==> src/psa_pkg.sv <==
package psa_pkg;

  // Register indexes on the management access path
  localparam logic [4:0] IDX_BASIC_STATUS   = 5'h01;
  localparam logic [4:0] IDX_IDENT_HIGH     = 5'h02;
  localparam logic [4:0] IDX_IDENT_LOW      = 5'h03;
  localparam logic [4:0] IDX_AUTONEG_ADVERT = 5'h04;

  // Basic status bit positions
  localparam int ST_T4      = 15;
  localparam int ST_TX_FD   = 14;
  localparam int ST_TX_HD   = 13;
  localparam int ST_T_FD    = 12;
  localparam int ST_T_HD    = 11;
  localparam int ST_AN_DONE = 5;
  localparam int ST_RFAULT  = 4;
  localparam int ST_AN_ABLE = 3;
  localparam int ST_LINK    = 2;
  localparam int ST_JABBER  = 1;
  localparam int ST_EXT_CAP = 0;

  // Identifier low field positions
  localparam int IDL_OUI_LSB   = 10;
  localparam int IDL_MODEL_LSB = 4;
  localparam int IDL_REV_LSB   = 0;

  // Advertisement field positions
  localparam int ADV_RFAULT    = 13;
  localparam int ADV_PAUSE_LSB = 10;
  localparam int ADV_ABIL_LSB  = 5;
  localparam int ADV_SEL_LSB   = 0;

  // Advertisement reset values
  localparam logic       ADV_RFAULT_RST = 1'b0;
  localparam logic [1:0] ADV_PAUSE_RST  = 2'h0;
  localparam logic [3:0] ADV_ABIL_RST   = 4'hf;
  localparam logic [4:0] ADV_SEL_RST    = 5'h01;

  // Pause encodings
  localparam logic [1:0] PAUSE_NONE = 2'h0;
  localparam logic [1:0] PAUSE_SYM  = 2'h1;
  localparam logic [1:0] PAUSE_ASYM = 2'h2;
  localparam logic [1:0] PAUSE_BOTH = 2'h3;

  // Resolved pause modes, at most one setting
  localparam logic [1:0] RES_NONE    = 2'h0;
  localparam logic [1:0] RES_SYM     = 2'h1;
  localparam logic [1:0] RES_ASYM_TX = 2'h2;
  localparam logic [1:0] RES_ASYM_RX = 2'h3;

  // Management request
  typedef struct packed {
    logic        req;
    logic        we;
    logic [4:0]  index;
    logic [15:0] wdata;
  } psa_mgmt_req_t;

  // Live line conditions from the PHY core
  typedef struct packed {
    logic an_complete;
    logic remote_fault;
    logic link_up;
    logic jabber;
  } psa_line_t;

  // Advertised abilities as driven to the negotiation logic
  typedef struct packed {
    logic       remote_fault;
    logic [1:0] pause;
    logic [3:0] abilities;
    logic [4:0] selector;
  } psa_advert_t;

endpackage

==> src/psa_latch_bit.sv <==
`timescale 1ns/1ps
module psa_latch_bit #(
  parameter bit HOLD_HIGH = 1'b1
) (
  input  wire logic clk_i,      // Management clock
  input  wire logic sys_rst_i,  // Sync reset, active high
  input  wire logic live_i,     // Live condition
  input  wire logic rd_i,       // Status read strobe
  output logic      flag_o      // Latched flag
);

  logic next_flag;

  // Hold the captured value until read, then track live; set wins over read
  always_comb begin
    if (HOLD_HIGH) begin
      next_flag = live_i | (flag_o & ~rd_i);
    end else begin
      next_flag = live_i & (flag_o | rd_i);
    end
  end

  // Register, reset to zero
  always_ff @(posedge clk_i) begin
    if (sys_rst_i) begin
      flag_o <= 1'b0;
    end else begin
      flag_o <= next_flag;
    end
  end

endmodule

==> src/psa_regs.sv <==
`timescale 1ns/1ps
// Operation
// RQ1: Status index 1 reads 0 in bit 15 and 1 in bits 14 to 11 for the four supported abilities.
// RQ2: Status bit 5 follows the negotiation-complete condition, 0 until done.
// RQ3: Status bit 4 goes high on a remote fault and stays high, 0 from reset.
// RQ4: Status bit 3 always reads 1 for negotiation ability.
// RQ5: Status bit 2 shows link, latches low on any loss, and resets to 0.
// RQ6: Status bit 1 goes high on jabber and stays high.
// RQ7: Status bit 0 always reads 1 for extended capability.
// RQ8: Index 2 is a writable 16-bit word holding identifier bits 3 to 18.
// RQ9: Index 3 holds identifier bits 19 to 24, a model field and a revision field, all writable.
// RQ10: Advertisement bit 13 is a writable remote-fault offer resetting to 0.
// RQ11: Advertisement bits 11 to 10 hold the pause offer, resetting to none.
// RQ12: After negotiation completes at most one pause setting is chosen.
// RQ13: Advertisement bits 8 to 5 offer the four abilities and reset to 1.
// RQ14: Registers are reached only by index through the management access port.
// RQ15: Latched status bits hold until status is read, then follow the live condition.
// RQ16: Reserved bits read 0 and ignore writes.
module psa_regs
  import psa_pkg::*;
#(
  parameter logic [15:0] ID_HIGH_RST  = 16'h1234,  // Arbitrary value
  parameter logic [5:0]  ID_OUI_RST   = 6'h2a,     // Arbitrary value
  parameter logic [5:0]  ID_MODEL_RST = 6'h15,     // Arbitrary value
  parameter logic [3:0]  ID_REV_RST   = 4'h1       // Arbitrary value
) (
  input  wire logic           clk_i,         // Management clock
  input  wire logic           sys_rst_i,     // Sync reset, active high
  input  psa_pkg::psa_mgmt_req_t mgmt_i,     // Indexed access request
  input  psa_pkg::psa_line_t  line_i,        // Live line conditions
  input  wire logic [1:0]     partner_pause_i, // Partner pause offer
  output logic [15:0]         rdata_o,       // Read data
  output logic                ack_o,         // Access done pulse
  output psa_pkg::psa_advert_t advert_o,     // Advertised abilities
  output logic [1:0]          pause_mode_o   // Resolved pause mode
);

  import psa_pkg::*;

  logic        status_rd;
  logic        rf_flag;
  logic        link_flag;
  logic        jab_flag;
  logic [15:0] status_word;
  logic [15:0] ident_high;
  logic [5:0]  ident_oui;
  logic [5:0]  ident_model;
  logic [3:0]  ident_rev;
  logic [15:0] next_ident_high;
  logic [5:0]  next_ident_oui;
  logic [5:0]  next_ident_model;
  logic [3:0]  next_ident_rev;
  psa_advert_t next_advert;
  logic [15:0] next_rdata;
  logic        next_ack;
  logic [1:0]  next_pause_mode;

  // Read or write hit on a given index
  function automatic logic hit(input psa_mgmt_req_t r, input logic [4:0] idx, input logic wr);
    hit = r.req && (r.we == wr) && (r.index == idx);
  endfunction

  // Status read releases latched bits to follow the live condition
  assign status_rd = hit(mgmt_i, IDX_BASIC_STATUS, 1'b0); // RQ15

  // Latching status bits
  psa_latch_bit #(.HOLD_HIGH(1'b1)) u_rfault (
    .clk_i     (clk_i),
    .sys_rst_i (sys_rst_i),
    .live_i    (line_i.remote_fault),
    .rd_i      (status_rd),
    .flag_o    (rf_flag)
  ); // RQ3
  psa_latch_bit #(.HOLD_HIGH(1'b0)) u_link (
    .clk_i     (clk_i),
    .sys_rst_i (sys_rst_i),
    .live_i    (line_i.link_up),
    .rd_i      (status_rd),
    .flag_o    (link_flag)
  ); // RQ5
  psa_latch_bit #(.HOLD_HIGH(1'b1)) u_jabber (
    .clk_i     (clk_i),
    .sys_rst_i (sys_rst_i),
    .live_i    (line_i.jabber),
    .rd_i      (status_rd),
    .flag_o    (jab_flag)
  ); // RQ6

  // Status word assembly, reserved bits zero
  always_comb begin
    status_word             = 16'h0000; // RQ16
    status_word[ST_T4]      = 1'b0; // RQ1
    status_word[ST_TX_FD]   = 1'b1; // RQ1
    status_word[ST_TX_HD]   = 1'b1; // RQ1
    status_word[ST_T_FD]    = 1'b1; // RQ1
    status_word[ST_T_HD]    = 1'b1; // RQ1
    status_word[ST_AN_DONE] = line_i.an_complete; // RQ2
    status_word[ST_RFAULT]  = rf_flag; // RQ3
    status_word[ST_AN_ABLE] = 1'b1; // RQ4
    status_word[ST_LINK]    = link_flag; // RQ5
    status_word[ST_JABBER]  = jab_flag; // RQ6
    status_word[ST_EXT_CAP] = 1'b1; // RQ7
  end

  // Identifier next values
  always_comb begin
    next_ident_high  = ident_high;
    next_ident_oui   = ident_oui;
    next_ident_model = ident_model;
    next_ident_rev   = ident_rev;
    if (hit(mgmt_i, IDX_IDENT_HIGH, 1'b1)) begin
      next_ident_high = mgmt_i.wdata; // RQ8
    end else if (hit(mgmt_i, IDX_IDENT_LOW, 1'b1)) begin
      next_ident_oui   = mgmt_i.wdata[IDL_OUI_LSB +: 6]; // RQ9
      next_ident_model = mgmt_i.wdata[IDL_MODEL_LSB +: 6]; // RQ9
      next_ident_rev   = mgmt_i.wdata[IDL_REV_LSB +: 4]; // RQ9
    end
  end

  // Identifier registers
  always_ff @(posedge clk_i) begin
    if (sys_rst_i) begin
      ident_high  <= ID_HIGH_RST;
      ident_oui   <= ID_OUI_RST;
      ident_model <= ID_MODEL_RST;
      ident_rev   <= ID_REV_RST;
    end else begin
      ident_high  <= next_ident_high;
      ident_oui   <= next_ident_oui;
      ident_model <= next_ident_model;
      ident_rev   <= next_ident_rev;
    end
  end

  // Advertisement next value, reserved bits dropped
  always_comb begin
    next_advert = advert_o;
    if (hit(mgmt_i, IDX_AUTONEG_ADVERT, 1'b1)) begin
      next_advert.remote_fault = mgmt_i.wdata[ADV_RFAULT]; // RQ10
      next_advert.pause        = mgmt_i.wdata[ADV_PAUSE_LSB +: 2]; // RQ11
      next_advert.abilities    = mgmt_i.wdata[ADV_ABIL_LSB +: 4]; // RQ13
      next_advert.selector     = mgmt_i.wdata[ADV_SEL_LSB +: 5]; // RQ16
    end
  end

  // Advertisement register
  always_ff @(posedge clk_i) begin
    if (sys_rst_i) begin
      advert_o.remote_fault <= ADV_RFAULT_RST; // RQ10
      advert_o.pause        <= ADV_PAUSE_RST; // RQ11
      advert_o.abilities    <= ADV_ABIL_RST; // RQ13
      advert_o.selector     <= ADV_SEL_RST;
    end else begin
      advert_o <= next_advert;
    end
  end

  // Indexed read path; unknown index reads zero
  always_comb begin
    next_rdata = rdata_o;
    next_ack   = mgmt_i.req; // RQ14
    if (hit(mgmt_i, IDX_BASIC_STATUS, 1'b0)) begin
      next_rdata = status_word;
    end else if (hit(mgmt_i, IDX_IDENT_HIGH, 1'b0)) begin
      next_rdata = ident_high; // RQ8
    end else if (hit(mgmt_i, IDX_IDENT_LOW, 1'b0)) begin
      next_rdata = {ident_oui, ident_model, ident_rev}; // RQ9
    end else if (hit(mgmt_i, IDX_AUTONEG_ADVERT, 1'b0)) begin
      next_rdata = 16'h0000; // RQ16
      next_rdata[ADV_RFAULT]         = advert_o.remote_fault;
      next_rdata[ADV_PAUSE_LSB +: 2] = advert_o.pause;
      next_rdata[ADV_ABIL_LSB +: 4]  = advert_o.abilities;
      next_rdata[ADV_SEL_LSB +: 5]   = advert_o.selector;
    end else if (mgmt_i.req && !mgmt_i.we) begin
      next_rdata = 16'h0000;
    end
  end

  // Pause resolution once negotiation is complete
  always_comb begin
    next_pause_mode = RES_NONE;
    if (line_i.an_complete) begin
      if (advert_o.pause[0] && partner_pause_i[0]) begin
        next_pause_mode = RES_SYM; // RQ12
      end else if (advert_o.pause == PAUSE_BOTH && partner_pause_i == PAUSE_ASYM) begin
        next_pause_mode = RES_ASYM_RX; // RQ12
      end else if (advert_o.pause == PAUSE_ASYM && partner_pause_i == PAUSE_BOTH) begin
        next_pause_mode = RES_ASYM_TX; // RQ12
      end
    end
  end

  // Read data, ack and pause mode registers
  always_ff @(posedge clk_i) begin
    if (sys_rst_i) begin
      rdata_o      <= 16'h0000;
      ack_o        <= 1'b0;
      pause_mode_o <= RES_NONE;
    end else begin
      rdata_o      <= next_rdata;
      ack_o        <= next_ack;
      pause_mode_o <= next_pause_mode;
    end
  end

endmodule

==> config.mk <==
export PLATFORM = sky130hd
export DESIGN_NAME = psa_regs
export DESIGN_NICKNAME = d
export VERILOG_FILES = /design/src/psa_pkg.sv /design/src/psa_latch_bit.sv /design/src/psa_regs.sv
export SDC_FILE = /design/constraint.sdc
export NUM_CORES = 1
export LEC_CHECK = 0
export ABC_AREA = 0
export BUFFER_PORTS_ARGS = -buffer_cell sky130_fd_sc_hd__buf_2
export CORE_MARGIN = 2
export CORE_UTILIZATION = 57
export DETAILED_ROUTE_END_ITERATION = 10
export GPL_TIMING_DRIVEN = 0
export PLACE_DENSITY = 0.81
export SYNTH_ARGS = -nofsm -noshare
export SYNTH_HDL_FRONTEND = slang
export SYNTH_SLANG_ARGS = --single-unit
export TNS_END_PERCENT = 5
==> constraint.sdc <==
create_clock -name clk_i -period 4.15 [get_ports clk_i]
set_input_delay 0.83 -clock clk_i [delete_from_list [all_inputs] [get_ports clk_i]]
set_output_delay 0.83 -clock clk_i [all_outputs]
set_load 0.01 [all_outputs]
Yosys cells after proc, flatten, opt, wreduce, memory -nomap -nowiden
Index checks and enable logic that the tools add are counted.
{"block": "op_classes", "muxes": 8, "shifts": 0, "n_div": 0, "addsub": 0, "mul": 0, "bitwise": 10, "eq_ne": 8, "order_cmp": 0, "reduce_logical": 20}
{"cell": "two-way mux 16 bit", "n": 4}
{"cell": "two-way mux 15 bit", "n": 1}
{"cell": "logical AND 1 bit", "n": 13}
{"cell": "== test 5 x 2 -> 1 bit, second input constant", "n": 2}
{"cell": "== test 2 bit, second input constant", "n": 4}
{"cell": "== test 5 x 1 -> 1 bit, second input constant", "n": 1}
{"cell": "== test 5 x 3 -> 1 bit, second input constant", "n": 1}
{"cell": "nonzero test 5 bit", "n": 1}
{"cell": "two-way mux 2 bit", "n": 2}
{"cell": "inverter 1 bit", "n": 4}
{"cell": "nonzero test 4 bit", "n": 1}
{"cell": "OR reduction 2 bit", "n": 2}
{"cell": "bitwise AND 1 bit", "n": 3}
{"cell": "OR 1 bit", "n": 3}
{"cell": "OR reduction 3 bit", "n": 1}
{"cell": "AND reduction 2 bit", "n": 1}
{"cell": "logical NOT 1 bit", "n": 1}
{"cell": "two-way mux 1 bit", "n": 1}
{"block": "word_totals", "ram_bits": 0, "register_bits": 66, "mem_bits_ro": 0, "out_inout_bits": 31, "n_memories": 0, "word_cells": 62, "latchBits": 0, "in_bits": 31}

Logic depth before layout (Yosys ltp)
Gate-level depths: netlist (run 1).
{"block": "depth", "word_depth": 7, "ltp_mapped": 7, "depth_no_buf": 4}

Modules after synthesis
From an unflattened synthesis (run 1), not the netlist that was laid out.
{"block": "hier_totals", "cells_unflattened": 323, "hier_area_um2": 2810.2}
{"module": "psa_regs", "instances": 1, "cells_per_inst": 312, "seq_area_each_um2": 1261.2, "area_per_inst_um2": 2696.3}
{"module": "psa_latch_bit (u_jabber ...)", "instances": 2, "cells_per_inst": 4, "seq_area_each_um2": 20.0, "area_per_inst_um2": 38.8}
{"module": "psa_latch_bit (u_link)", "instances": 1, "cells_per_inst": 3, "seq_area_each_um2": 20.0, "area_per_inst_um2": 36.3}

Worst setup path before layout (run 1)
Ideal clock, no wire load.
{"block": "synth_path", "path_type": "input -> register", "from": "input port mgmt_i[18] (netlist name)", "to": "register ident_high[12]", "n_path_buf": 3, "arrival_time_ps": 2097, "slack_ps": 1930, "stages": 7, "setup_ps": 122, "cell_sequence": "or3_1 buf_6 or3_1 buf_6 buf_6 nand2_1 nand3b_1"}
{"block": "synth_via", "elab_chain_cells": 2}
{"element": "start, declared", "line": "psa_regs.sv:29", "rtl": "input psa_pkg::psa_mgmt_req_t mgmt_i,"}
{"element": "== test 5 x 2 -> 1 bit", "line": "psa_regs.sv:60", "rtl": "hit = r.req && (r.we == wr) && (r.index == idx);"}
{"element": "logical AND 1 bit", "line": "psa_regs.sv:60"}
{"element": "end signal, assigned", "line": "psa_regs.sv:128", "rtl": "ident_high <= next_ident_high;"}
{"element": "end, declared", "line": "psa_regs.sv:45", "rtl": "logic [15:0] ident_high;"}
No other way between the ends.
A chain may end at the register's enable or synchronous reset.

Worst setup path after layout (run 1)
{"block": "layout_path", "from": "input port mgmt_i[18] (netlist name)", "to": "register rdata_o[11]"}
{"block": "layout_via", "elab_chain_cells": 6}
{"element": "== test 5 x 3 -> 1 bit", "line": "psa_regs.sv:60"}
{"element": "logical AND 1 bit", "line": "psa_regs.sv:60"}
{"element": "two-way mux 16 bit", "line": "psa_regs.sv:168", "rtl": "end else if (hit(mgmt_i, IDX_AUTONEG_ADVERT, 1'b0)) begin"}
{"element": "two-way mux 16 bit", "line": "psa_regs.sv:166", "rtl": "end else if (hit(mgmt_i, IDX_IDENT_LOW, 1'b0)) begin"}
{"element": "two-way mux 16 bit", "line": "psa_regs.sv:164", "rtl": "end else if (hit(mgmt_i, IDX_IDENT_HIGH, 1'b0)) begin"}
{"element": "two-way mux 15 bit", "line": "psa_regs.sv:162", "rtl": "if (hit(mgmt_i, IDX_BASIC_STATUS, 1'b0)) begin"}
{"element": "end signal, assigned", "line": "psa_regs.sv:200", "rtl": "rdata_o <= next_rdata;"}
{"element": "end, declared", "line": "psa_regs.sv:32", "rtl": "output logic [15:0] rdata_o,"}
Parallel ways exist; a longest one is shown, timed or not.

==> results.yml, run 1 <==
yosys:
  ys_warn_count: 0
  synth.area.top_cells: "dfxtp_1, nand2_1, a21oi_1, nand3b_1, nor2_1"
  ys.flop_type: "dfxtp_1"
  yosysUniqueCellTypes: 34
  synth_common_cells: "nand2_1, dfxtp_1, a21oi_1, nor2_1, nand3b_1"
  synth_top_cell_by_area: "dfxtp_1"
  synth_most_common_cell: "nand2_1"
  syn_inst: 323
  syn_area_um2: 2760
  syn_area_per_cell_um2: 8.53
  syn_nets: 354
  synth-edff-count: 0
  ys_seq_elements: 66
  ys_seq_area_share_pct: 48.0
  async_reset_ff_share_pct: 0
  synth_top_area_share_pct: 48.0
global_route:
  antenna_found_initial: 0
  grt_usage_pct: 30.7
  grt_max_degree: 11
  grt-ovfl-total: 0
  grt_pass1_vias: 2459
  grt_pass1_wl_mm: 12.1
worst_setup_path:
  crit_arrival_ns: 2.53
  crit_fanout: 10
  slowest_stage: "o21ai_0"
  start_kind: "primary input"
  r2r-end: "rdata_o[12]"
  crit_family: "compound AO/OA/AOI/OAI gates"
  worstPathCellList: "buf_2, or3_1, buf_6, o21ai_0, a221oi_1, o31ai_1"
  slowest_delay_ns: 0.64
  worstPathRequired_ns: 4.41
  crit_type: "in -> reg"
  critPathBufInv: 2
  endpoint_kind: "flip-flop"
  r2r_cells: 3
  reg2reg_from: "ident_high[12]"
  r2r_setup_slack_ns: 3.13
detailed_routing:
  drtPass1Iterations: 5
  routed_wl_mm: 7.80
  drtIter0Drc: 224
  drc: 0
  via_count: 2616
  postRouteAntennaNets: 0
  post_drt_wl_per_cell_um: 17.2
  routed_via_density: 5.76
power_and_ir_drop:
  ir_drop_mv: 0.233
  power_switching_uw: 303
  combPwrFrac_pct: 7.4
  netSwitchingFraction_pct: 24.4
  p_clk_share_pct: 40.7
  seq_power_share_pct: 51.9
  intPower_uw: 940
  leakage_uw: 0.00134
  power_density_nw_per_um2: 376
clock_tree:
  cts_max_level: 3
  clk_latency_ns: 0.35
  clkTransAtPathRegs_ns: 0.07
  cts.path.max_buffers: 2
  cts.sinks: 66
  cts_made_buffers: 9
  post_cts_buffers: 0
  cts.repair.resized: 0
  cts-root-buf: "clkbuf_8"
  cts_hold_buffers: 0
  cts_tree: "yes"
placed_design:
  io_buffers: 61
  post-place-cells: 438
  hpwl_mm: 5.17
  routabilityCongestion: 0.889
  placed_cell_area_um2: 3130
worst_hold_path:
  min_to: "rdata_o[6]"
  hold_class: "reg -> reg"
  min-delay-start: "rdata_o[6]"
  holdPathStages: 2
sta:
  holdWs_ns: 0.448
  rsz0062_at_grt: "false"
  worst_slew_pin_slew_ns: 0.867
  hold_violations: 0
  fmax_ghz: 0.441
  fin_skew_ns: 0.00535
  fin_crit_sh_pct: 54.6
  post-route-min-period_ns: 2.27
  setup_violations: 0
  setup_tns_ns: 0
  slew_headroom_pct: 41.7
  maxSlewViolCount: 0
floorplanning:
  start_util_pct: 58.7
  chipHeight_um: 73.5
  coreArea_um2: 4690
  die_w_um: 73.5
  die_area_um2: 5410
  ios: 62
  rows: 25
cells_and_area:
  fin_area_um2: 3310
  nNetsFinal: 426
  diodes: 0
  drive_above_1_share_pct: 22.8
  post_layout_nonfiller_instances: 454
  syn_to_final_growth_pct: 20.2
flow_run:
  cap_viol_max_count: 0
run_status:
  status: "finished, final reports clean"
stage by stage:
step / worst slack, ns / power, uW / utilization [%]
finish: 1.88 / 1240 / 70.6
global route: 1.71 / 1280 / 70.6
CTS: 1.89 / 1240 / 70.6
detailed placement: 1.55 / 750 / 66.7
global placement: 1.58 / 748 / 66.7
floorplan: 1.93 / 706 / -
worst register-to-register path, delay by kind of cell, from the launching register on:
kind | cells | cell delay, ns
AND/OR/NAND/NOR | 1 | 0.40
flip-flops | 1 | 0.34
AO/OA/AOI/OAI | 2 | 0.22
area by class of cell:
cell class	instances	area, um^2
buffer	22	129
clock buffer	14	173
clock inverter	2	10.0
fill	400	1380
multi-input combinational	235	1310
sequential	66	1320
tap	54	67.6
timing repair buffer	61	305
state kept, by name, indices dropped and copies added (netlist names):
register / count
ack_o: 1
advert_o: 12
ident_high: 16
ident_model: 6
ident_oui: 6
ident_rev: 4
pause_mode_o: 2
rdata_o: 16
u_jabber.flag_o: 1
u_link.flag_o: 1
u_rfault.flag_o: 1
cell families (layout without fill, tap and decap cells):
logic type | after synthesis | count (layout) | share of synthesized area, %
muxes | 9 | 9 | 3.36
and+or+nand+nor | 157 | 157 | 27.7
DFF | 66 | 66 | 48.0
AOI/OAI and AO/OA | 68 | 68 | 16.0
xor gates and xnor gates | 1 | 1 | 0.318
buffers and inverters | 22 | 99 | 4.68
worst max-delay path by stage:
stage | startpoint | to | slack (ns) | cells past startpoint
3_3_place_gp | mgmt_i[18] | rdata_o[11] | 1.58 | 6
4_1_cts | mgmt_i[18] | rdata_o[11] | 1.89 | 6
6_report | mgmt_i[18] | rdata_o[11] | 1.88 | 6
3_5_place_dp | mgmt_i[18] | rdata_o[11] | 1.55 | 6
5_1_grt | mgmt_i[18] | rdata_o[0] | 1.71 | 6
2_1_floorplan | mgmt_i[18] | ident_high[12] | 1.93 | 7
cell usage in the layout (no fill, tap or decap), types with 2 or more instances in the layout:
cell        n
nand2_1    82
dfxtp_1    66
buf_2      65
a21oi_1    30
nor2_1     23
clkbuf_1   14
nand3b_1   13
clkbuf_8   12
nand2b_1   10
nor2b_1     8
o31ai_1     7
mux2i_1     7
o21ai_0     6
or3_1       6
a22oi_1     6
buf_6       5
a221oi_1    5
a211o_1     5
a2bb2oi_1   4
o32ai_1     3
nor4_1      2
and2_1      2
or2_2       2
nor3_4      2
mux2_2      2
nand3_1     2
clkinv_2    2
per-layer routing:
metal	track usage, %	routed length [um]	vias up
li1	-	-	1261
met1	37.1	3300	1213
met2	50.7	3710	124
met3	7.68	591	18
met4	14.7	198	0
met5	0	0	-
power by group through the flow:
stage                     combinational (uW)  sequential, uW  clock, uW
final                                   92.0             646        506
after global routing                     100             646        530
after CTS                               90.7             646        502
after detailed placement                89.7             660          0
after global placement                  88.5             659          0
after floorplan                         44.0             662          0
Note: power is estimated with default switching activity, not from simulation.
==> run 2: changes to the inputs <==
--- a/config.mk
+++ b/config.mk
@@ -5,13 +5,13 @@
 export SDC_FILE = /design/constraint.sdc
 export NUM_CORES = 1
 export LEC_CHECK = 0
-export ABC_AREA = 0
+export ABC_AREA = 1
 export BUFFER_PORTS_ARGS = -buffer_cell sky130_fd_sc_hd__buf_2
 export CORE_MARGIN = 2
-export CORE_UTILIZATION = 57
+export CORE_UTILIZATION = 48
 export DETAILED_ROUTE_END_ITERATION = 10
 export GPL_TIMING_DRIVEN = 0
-export PLACE_DENSITY = 0.81
+export PLACE_DENSITY = 0.73
 export SYNTH_ARGS = -nofsm -noshare
 export SYNTH_HDL_FRONTEND = slang
 export SYNTH_SLANG_ARGS = --single-unit
==> constraint.sdc (replaced) <==
create_clock -name clk_i -period 2 [get_ports clk_i]
set_input_delay 0.4 -clock clk_i [delete_from_list [all_inputs] [get_ports clk_i]]
set_output_delay 0.4 -clock clk_i [all_outputs]
set_load 0.01 [all_outputs]
==> results.yml, run 2 <==
run_status:
  status: "finished, final reports clean"
worst_setup_path:
  crit_family: "simple AND/OR/NAND/NOR gates"
  crit_arrival_ns: 1.66
  r2r_cells: 2
  critPathBufInv: 2
  worst_path_most_repeated_cell: "buf_2"
  crit_fanout: 10
  crit_type: "in -> reg"
  slowest_delay_ns: 0.32
  worstPathRequired_ns: 2.24
  endpoint_kind: "flip-flop"
  worstPathCellList: "buf_2, nor3_2, nand3_1, buf_2, o21ai_1, nor2_1"
  slowest_stage: "buf_2"
  path_depth: 6
  start_kind: "primary input"
yosys:
  async_reset_ff_share_pct: 0
  syn_area_per_cell_um2: 7.24
  syn_nets: 410
  ys.flop_type: "dfxtp_1"
  synth_top_area_share_pct: 48.1
  syn_inst: 379
  ys_warn_count: 0
  yosysUniqueCellTypes: 24
  ys_seq_area_share_pct: 48.1
  synth_top_cell_by_area: "dfxtp_1"
  synth.area.top_cells: "dfxtp_1, nand2_1, nor2_1, nand3_1, o21ai_0"
  synth_most_common_cell: "nand2_1"
  synth_common_cells: "nand2_1, nor2_1, dfxtp_1, inv_1, nand3_1"
  synth-edff-count: 0
  syn_area_um2: 2750
  ys_seq_elements: 66
placed_design:
  io_buffers: 60
  routabilityCongestion: 0.822
  placed_cell_area_um2: 3140
  hpwl_mm: 5.10
sta:
  hold_violations: 0
  holdWs_ns: 0.272
  fmax_ghz: 0.704
  fin_skew_ns: 0.00555
  fin_crit_sh_pct: 71.1
  maxSlewViolCount: 0
  setup_violations: 0
  post-route-min-period_ns: 1.42
  rsz0062_at_grt: "false"
  slew_headroom_pct: 59.7
  setup_tns_ns: 0
  worst_slew_pin_slew_ns: 0.604
floorplanning:
  die_area_um2: 6340
  rows: 27
  coreArea_um2: 5510
  die_w_um: 79.6
  start_util_pct: 49.9
  ios: 62
  chipHeight_um: 79.6
flow_run:
  cap_viol_max_count: 0
clock_tree:
  cts.repair.resized: 0
  cts_max_level: 3
  cts_tree: "yes"
  clkTransAtPathRegs_ns: 0.07
  cts.sinks: 66
  cts_hold_buffers: 0
  clk_latency_ns: 0.34
  post_cts_buffers: 0
  cts-root-buf: "clkbuf_8"
  cts.path.max_buffers: 2
  cts_made_buffers: 9
global_route:
  grt_max_degree: 12
  grt_pass1_vias: 2530
  grt_usage_pct: 25.1
  grt-ovfl-total: 0
  grt_pass1_wl_mm: 12.1
  antenna_found_initial: 0
cells_and_area:
  mostFrequentLayoutCell: "nand2_1"
  reg_top3: "ident_high (16), rdata_o (16), advert_o (12)"
  mostFrequentLayoutCells: "nand2_1, nor2_1, dfxtp_1"
  diodes: 0
  fin_area_um2: 3400
  syn_to_final_growth_pct: 23.9
  nNetsFinal: 481
  drive_above_1_share_pct: 24.2
power_and_ir_drop:
  power_density_nw_per_um2: 888
  ir_drop_mv: 0.434
  total_power_uw: 3020
  leakage_uw: 0.00162
detailed_routing:
  routed_wl_mm: 7.43
  via_count: 2710
  drtIter0Drc: 204
  post_drt_wl_per_cell_um: 14.1
  drtPass1Iterations: 4
  postRouteAntennaNets: 0
  drc: 0
  routed_via_density: 5.14
worst_hold_path:
  hold_class: "in -> reg"
  holdPathStages: 3
[run 2: cell type report]
type / count / area [um^2]
plain buffers: 15 / 85.1
flip-flops and latches: 66 / 1320
clock buffers: 11 / 141
well taps: 72 / 90.1
repair buffers: 60 / 300
inverters: 39 / 146
fillers: 527 / 2100
clock inverters: 5 / 125
multi-input cells: 259 / 1190
[run 2: tightest hold or removal path, stage by stage]
cell     delay (ns)
buf_2          0.08
a21oi_1        0.03
nor2_1         0.07
[run 2: per-layer routing]
| metal | track usage, % | up-vias | routed length, um |
|---|---|---|---|
| met3 | 5.20 | 8 | 493 |
| met1 | 33.3 | 1248 | 3430 |
| met2 | 41.1 | 100 | 3460 |
| met4 | 7.76 | 0 | 46 |
| met5 | 0 | - | 0 |
| li1 | - | 1354 | - |
[run 2: power breakdown]
group	switching [uW]	total, uW	internal (uW)
sequential	8.98	1340	1330
combinational	115	176	60.8
clock	515	1500	987
[run 2: through the flow]
| stage | std cells | utilization, % | worst slack, ns |
|---|---|---|---|
| floorplan | 379 | - | 0.714 |
| global placement | 511 | 56.9 | 0.292 |
| detailed placement | 511 | 56.9 | 0.259 |
| CTS | 527 | 61.8 | 0.610 |
| global route | 527 | 61.8 | 0.498 |
| finish | 527 | 61.8 | 0.579 |
[run 2: cell families after synthesis]
kind of cell / synth area share (%)
simple gates: 32.1
flops: 48.1
compound gates: 11.3
buf+inv: 8.43
[run 2: worst paths after layout]
| path | startpoint | to | slack [ns] |
|---|---|---|---|
| setup / recovery | mgmt_i[19] | advert_o[4] | 0.58 |
| hold / removal | line_i[0] | u_jabber.flag_o | 0.27 |
| setup reg to reg | advert_o[9] | pause_mode_o[1] | 1.14 |
| hold reg to reg | ident_rev[3] | ident_rev[3] | 0.46 |
==> run 3: changes to the inputs <==
--- a/config.mk
+++ b/config.mk
@@ -8,10 +8,10 @@
 export ABC_AREA = 1
 export BUFFER_PORTS_ARGS = -buffer_cell sky130_fd_sc_hd__buf_2
 export CORE_MARGIN = 2
-export CORE_UTILIZATION = 48
+export CORE_UTILIZATION = 53
 export DETAILED_ROUTE_END_ITERATION = 10
 export GPL_TIMING_DRIVEN = 0
-export PLACE_DENSITY = 0.73
+export PLACE_DENSITY = 0.76
 export SYNTH_ARGS = -nofsm -noshare
 export SYNTH_HDL_FRONTEND = slang
 export SYNTH_SLANG_ARGS = --single-unit
==> constraint.sdc (replaced) <==
create_clock -name clk_i -period 1.5 [get_ports clk_i]
set_input_delay 0.3 -clock clk_i [delete_from_list [all_inputs] [get_ports clk_i]]
set_output_delay 0.3 -clock clk_i [all_outputs]
set_load 0.01 [all_outputs]
==> results.yml, run 3 (synthesis results as in run 2) <==
sta:
  post-route-min-period_ns: 1.27
  fmax_ghz: 0.790
  worst_slew_pin_slew_ns: 0.600
  setup_violations: 0
  setup_tns_ns: 0
  maxSlewViolCount: 0
  fin_skew_ns: 0.00478
  worst_slack_ns: 0.233
  hold_violations: 0
  rsz0062_at_grt: "false"
  slew_headroom_pct: 60.0
  fin_crit_sh_pct: 84.4
floorplanning:
  die_area_um2: 5770
  rows: 26
  ios: 62
  start_util_pct: 54.4
  chipHeight_um: 76.0
  die_w_um: 76.0
  coreArea_um2: 5040
global_route:
  grt_pass1_vias: 2434
  grt_max_degree: 11
  grt-ovfl-total: 0
  antenna_found_initial: 0
  grt_pass1_wl_mm: 12.1
  grt_usage_pct: 26.9
placed_design:
  io_buffers: 60
  routabilityCongestion: 0.870
  hpwl_mm: 5.00
  pre_cts_ws_ns: -0.0849
  post-place-cells: 509
clock_tree:
  cts-root-buf: "clkbuf_8"
  cts_made_buffers: 9
  cts.sinks: 66
  clk_latency_ns: 0.34
  cts_max_level: 3
  cts.path.max_buffers: 2
  cts_tree: "yes"
  post_cts_buffers: 0
  clkTransAtPathRegs_ns: 0.07
  cts_hold_buffers: 0
  cts.repair.resized: 0
power_and_ir_drop:
  power_density_nw_per_um2: 1010
  seq_power_share_pct: 53.5
  power_switching_uw: 816
  p_clk_share_pct: 39.5
  netSwitchingFraction_pct: 24.4
  intPower_uw: 2530
  combPwrFrac_pct: 7.0
  leakage_uw: 0.00158
  ir_drop_mv: 0.768
flow_run:
  cap_viol_max_count: 0
worst_setup_path:
  slowest_delay_ns: 0.45
  worstPathRequired_ns: 1.20
  endpoint_kind: "output pin"
  path_depth: 1
  worstPathCellList: "buf_2"
  slowest_stage: "dfxtp_1"
  start_kind: "flip-flop"
  critPathBufInv: 1
  crit_family: "flip-flops"
  crit_fanout: 6
  r2r_cells: 2
  crit_type: "reg -> out"
  crit_arrival_ns: 0.97
cells_and_area:
  mostFrequentLayoutCells: "nand2_1, nor2_1, dfxtp_1"
  syn_to_final_growth_pct: 20.3
  reg_top3: "ident_high (16), rdata_o (16), advert_o (12)"
  finish.utilization_pct: 65.5
  post_layout_nonfiller_instances: 524
  nNetsFinal: 481
  fillCellCount: 474
  drive_above_1_share_pct: 24.0
  mostFrequentLayoutCell: "nand2_1"
  diodes: 0
detailed_routing:
  post_drt_wl_per_cell_um: 14.1
  drtPass1Iterations: 4
  routed_via_density: 5.17
  postRouteAntennaNets: 0
  routed_wl_mm: 7.40
  drc: 0
  via_count: 2708
  drtIter0Drc: 191
run_status:
  status: "finished, final reports clean"
worst_hold_path:
  holdPathStages: 3
  hold_class: "in -> reg"
-- run 3: cell types whose count changed in the layout (fill, tap and decap cells not counted) --
cell       previous run  this run
clkbuf_8             10        11
clkinv_2              1         3
bufinv_16             4         0
-- run 3: metal layers --
| layer | global-route usage [%] | vias up | part of all wire (%) | wire length [um] |
|---|---|---|---|---|
| met5 | 0 | - | 0 | 0 |
| met3 | 5.92 | 13 | 7.4 | 549 |
| met4 | 13.5 | 0 | 1.6 | 116 |
| met1 | 36.8 | 1240 | 44 | 3280 |
| met2 | 40.3 | 109 | 47 | 3450 |
| li1 | - | 1346 | - | - |
-- run 3: worst paths after layout --
path | start | to | slack (ns)
setup / recovery | advert_o[9] | advert_o[9] | 0.23
hold / removal | line_i[0] | u_jabber.flag_o | 0.16
setup reg to reg | advert_o[9] | pause_mode_o[1] | 0.65
hold reg to reg | ident_high[13] | ident_high[13] | 0.45
-- run 3: cell type report --
class / instances / area, um^2 / area share, %
multi-input cells: 259 / 1190 / 36.1
inverters: 39 / 146 / 4.43
clock buffers: 12 / 155 / 4.70
clock inverters: 3 / 15.0 / 0.455
plain buffers: 15 / 85.1 / 2.58
repair buffers: 60 / 300 / 9.09
well taps: 70 / 87.6 / 2.65
flip-flops and latches: 66 / 1320 / 40.0
-- run 3: power groups by stage --
stage	logic, uW	registers [uW]	clock network, uW
after floorplan	115	1840	0
after global placement	228	1830	0
after detailed placement	231	1830	0
after CTS	233	1790	1340
after global routing	258	1790	1440
final	235	1790	1320
-- run 3: through the flow --
stage | area (um^2) | hold WS, ns | total power (uW)
after CTS | 3300 | 0.161 | 3360
after detailed placement | 3130 | 0.443 | 2060
after floorplan | 2750 | 0.407 | 1950
final | 3300 | 0.164 | 3350
after global placement | 3130 | 0.438 | 2060
after global routing | 3300 | 0.169 | 3490
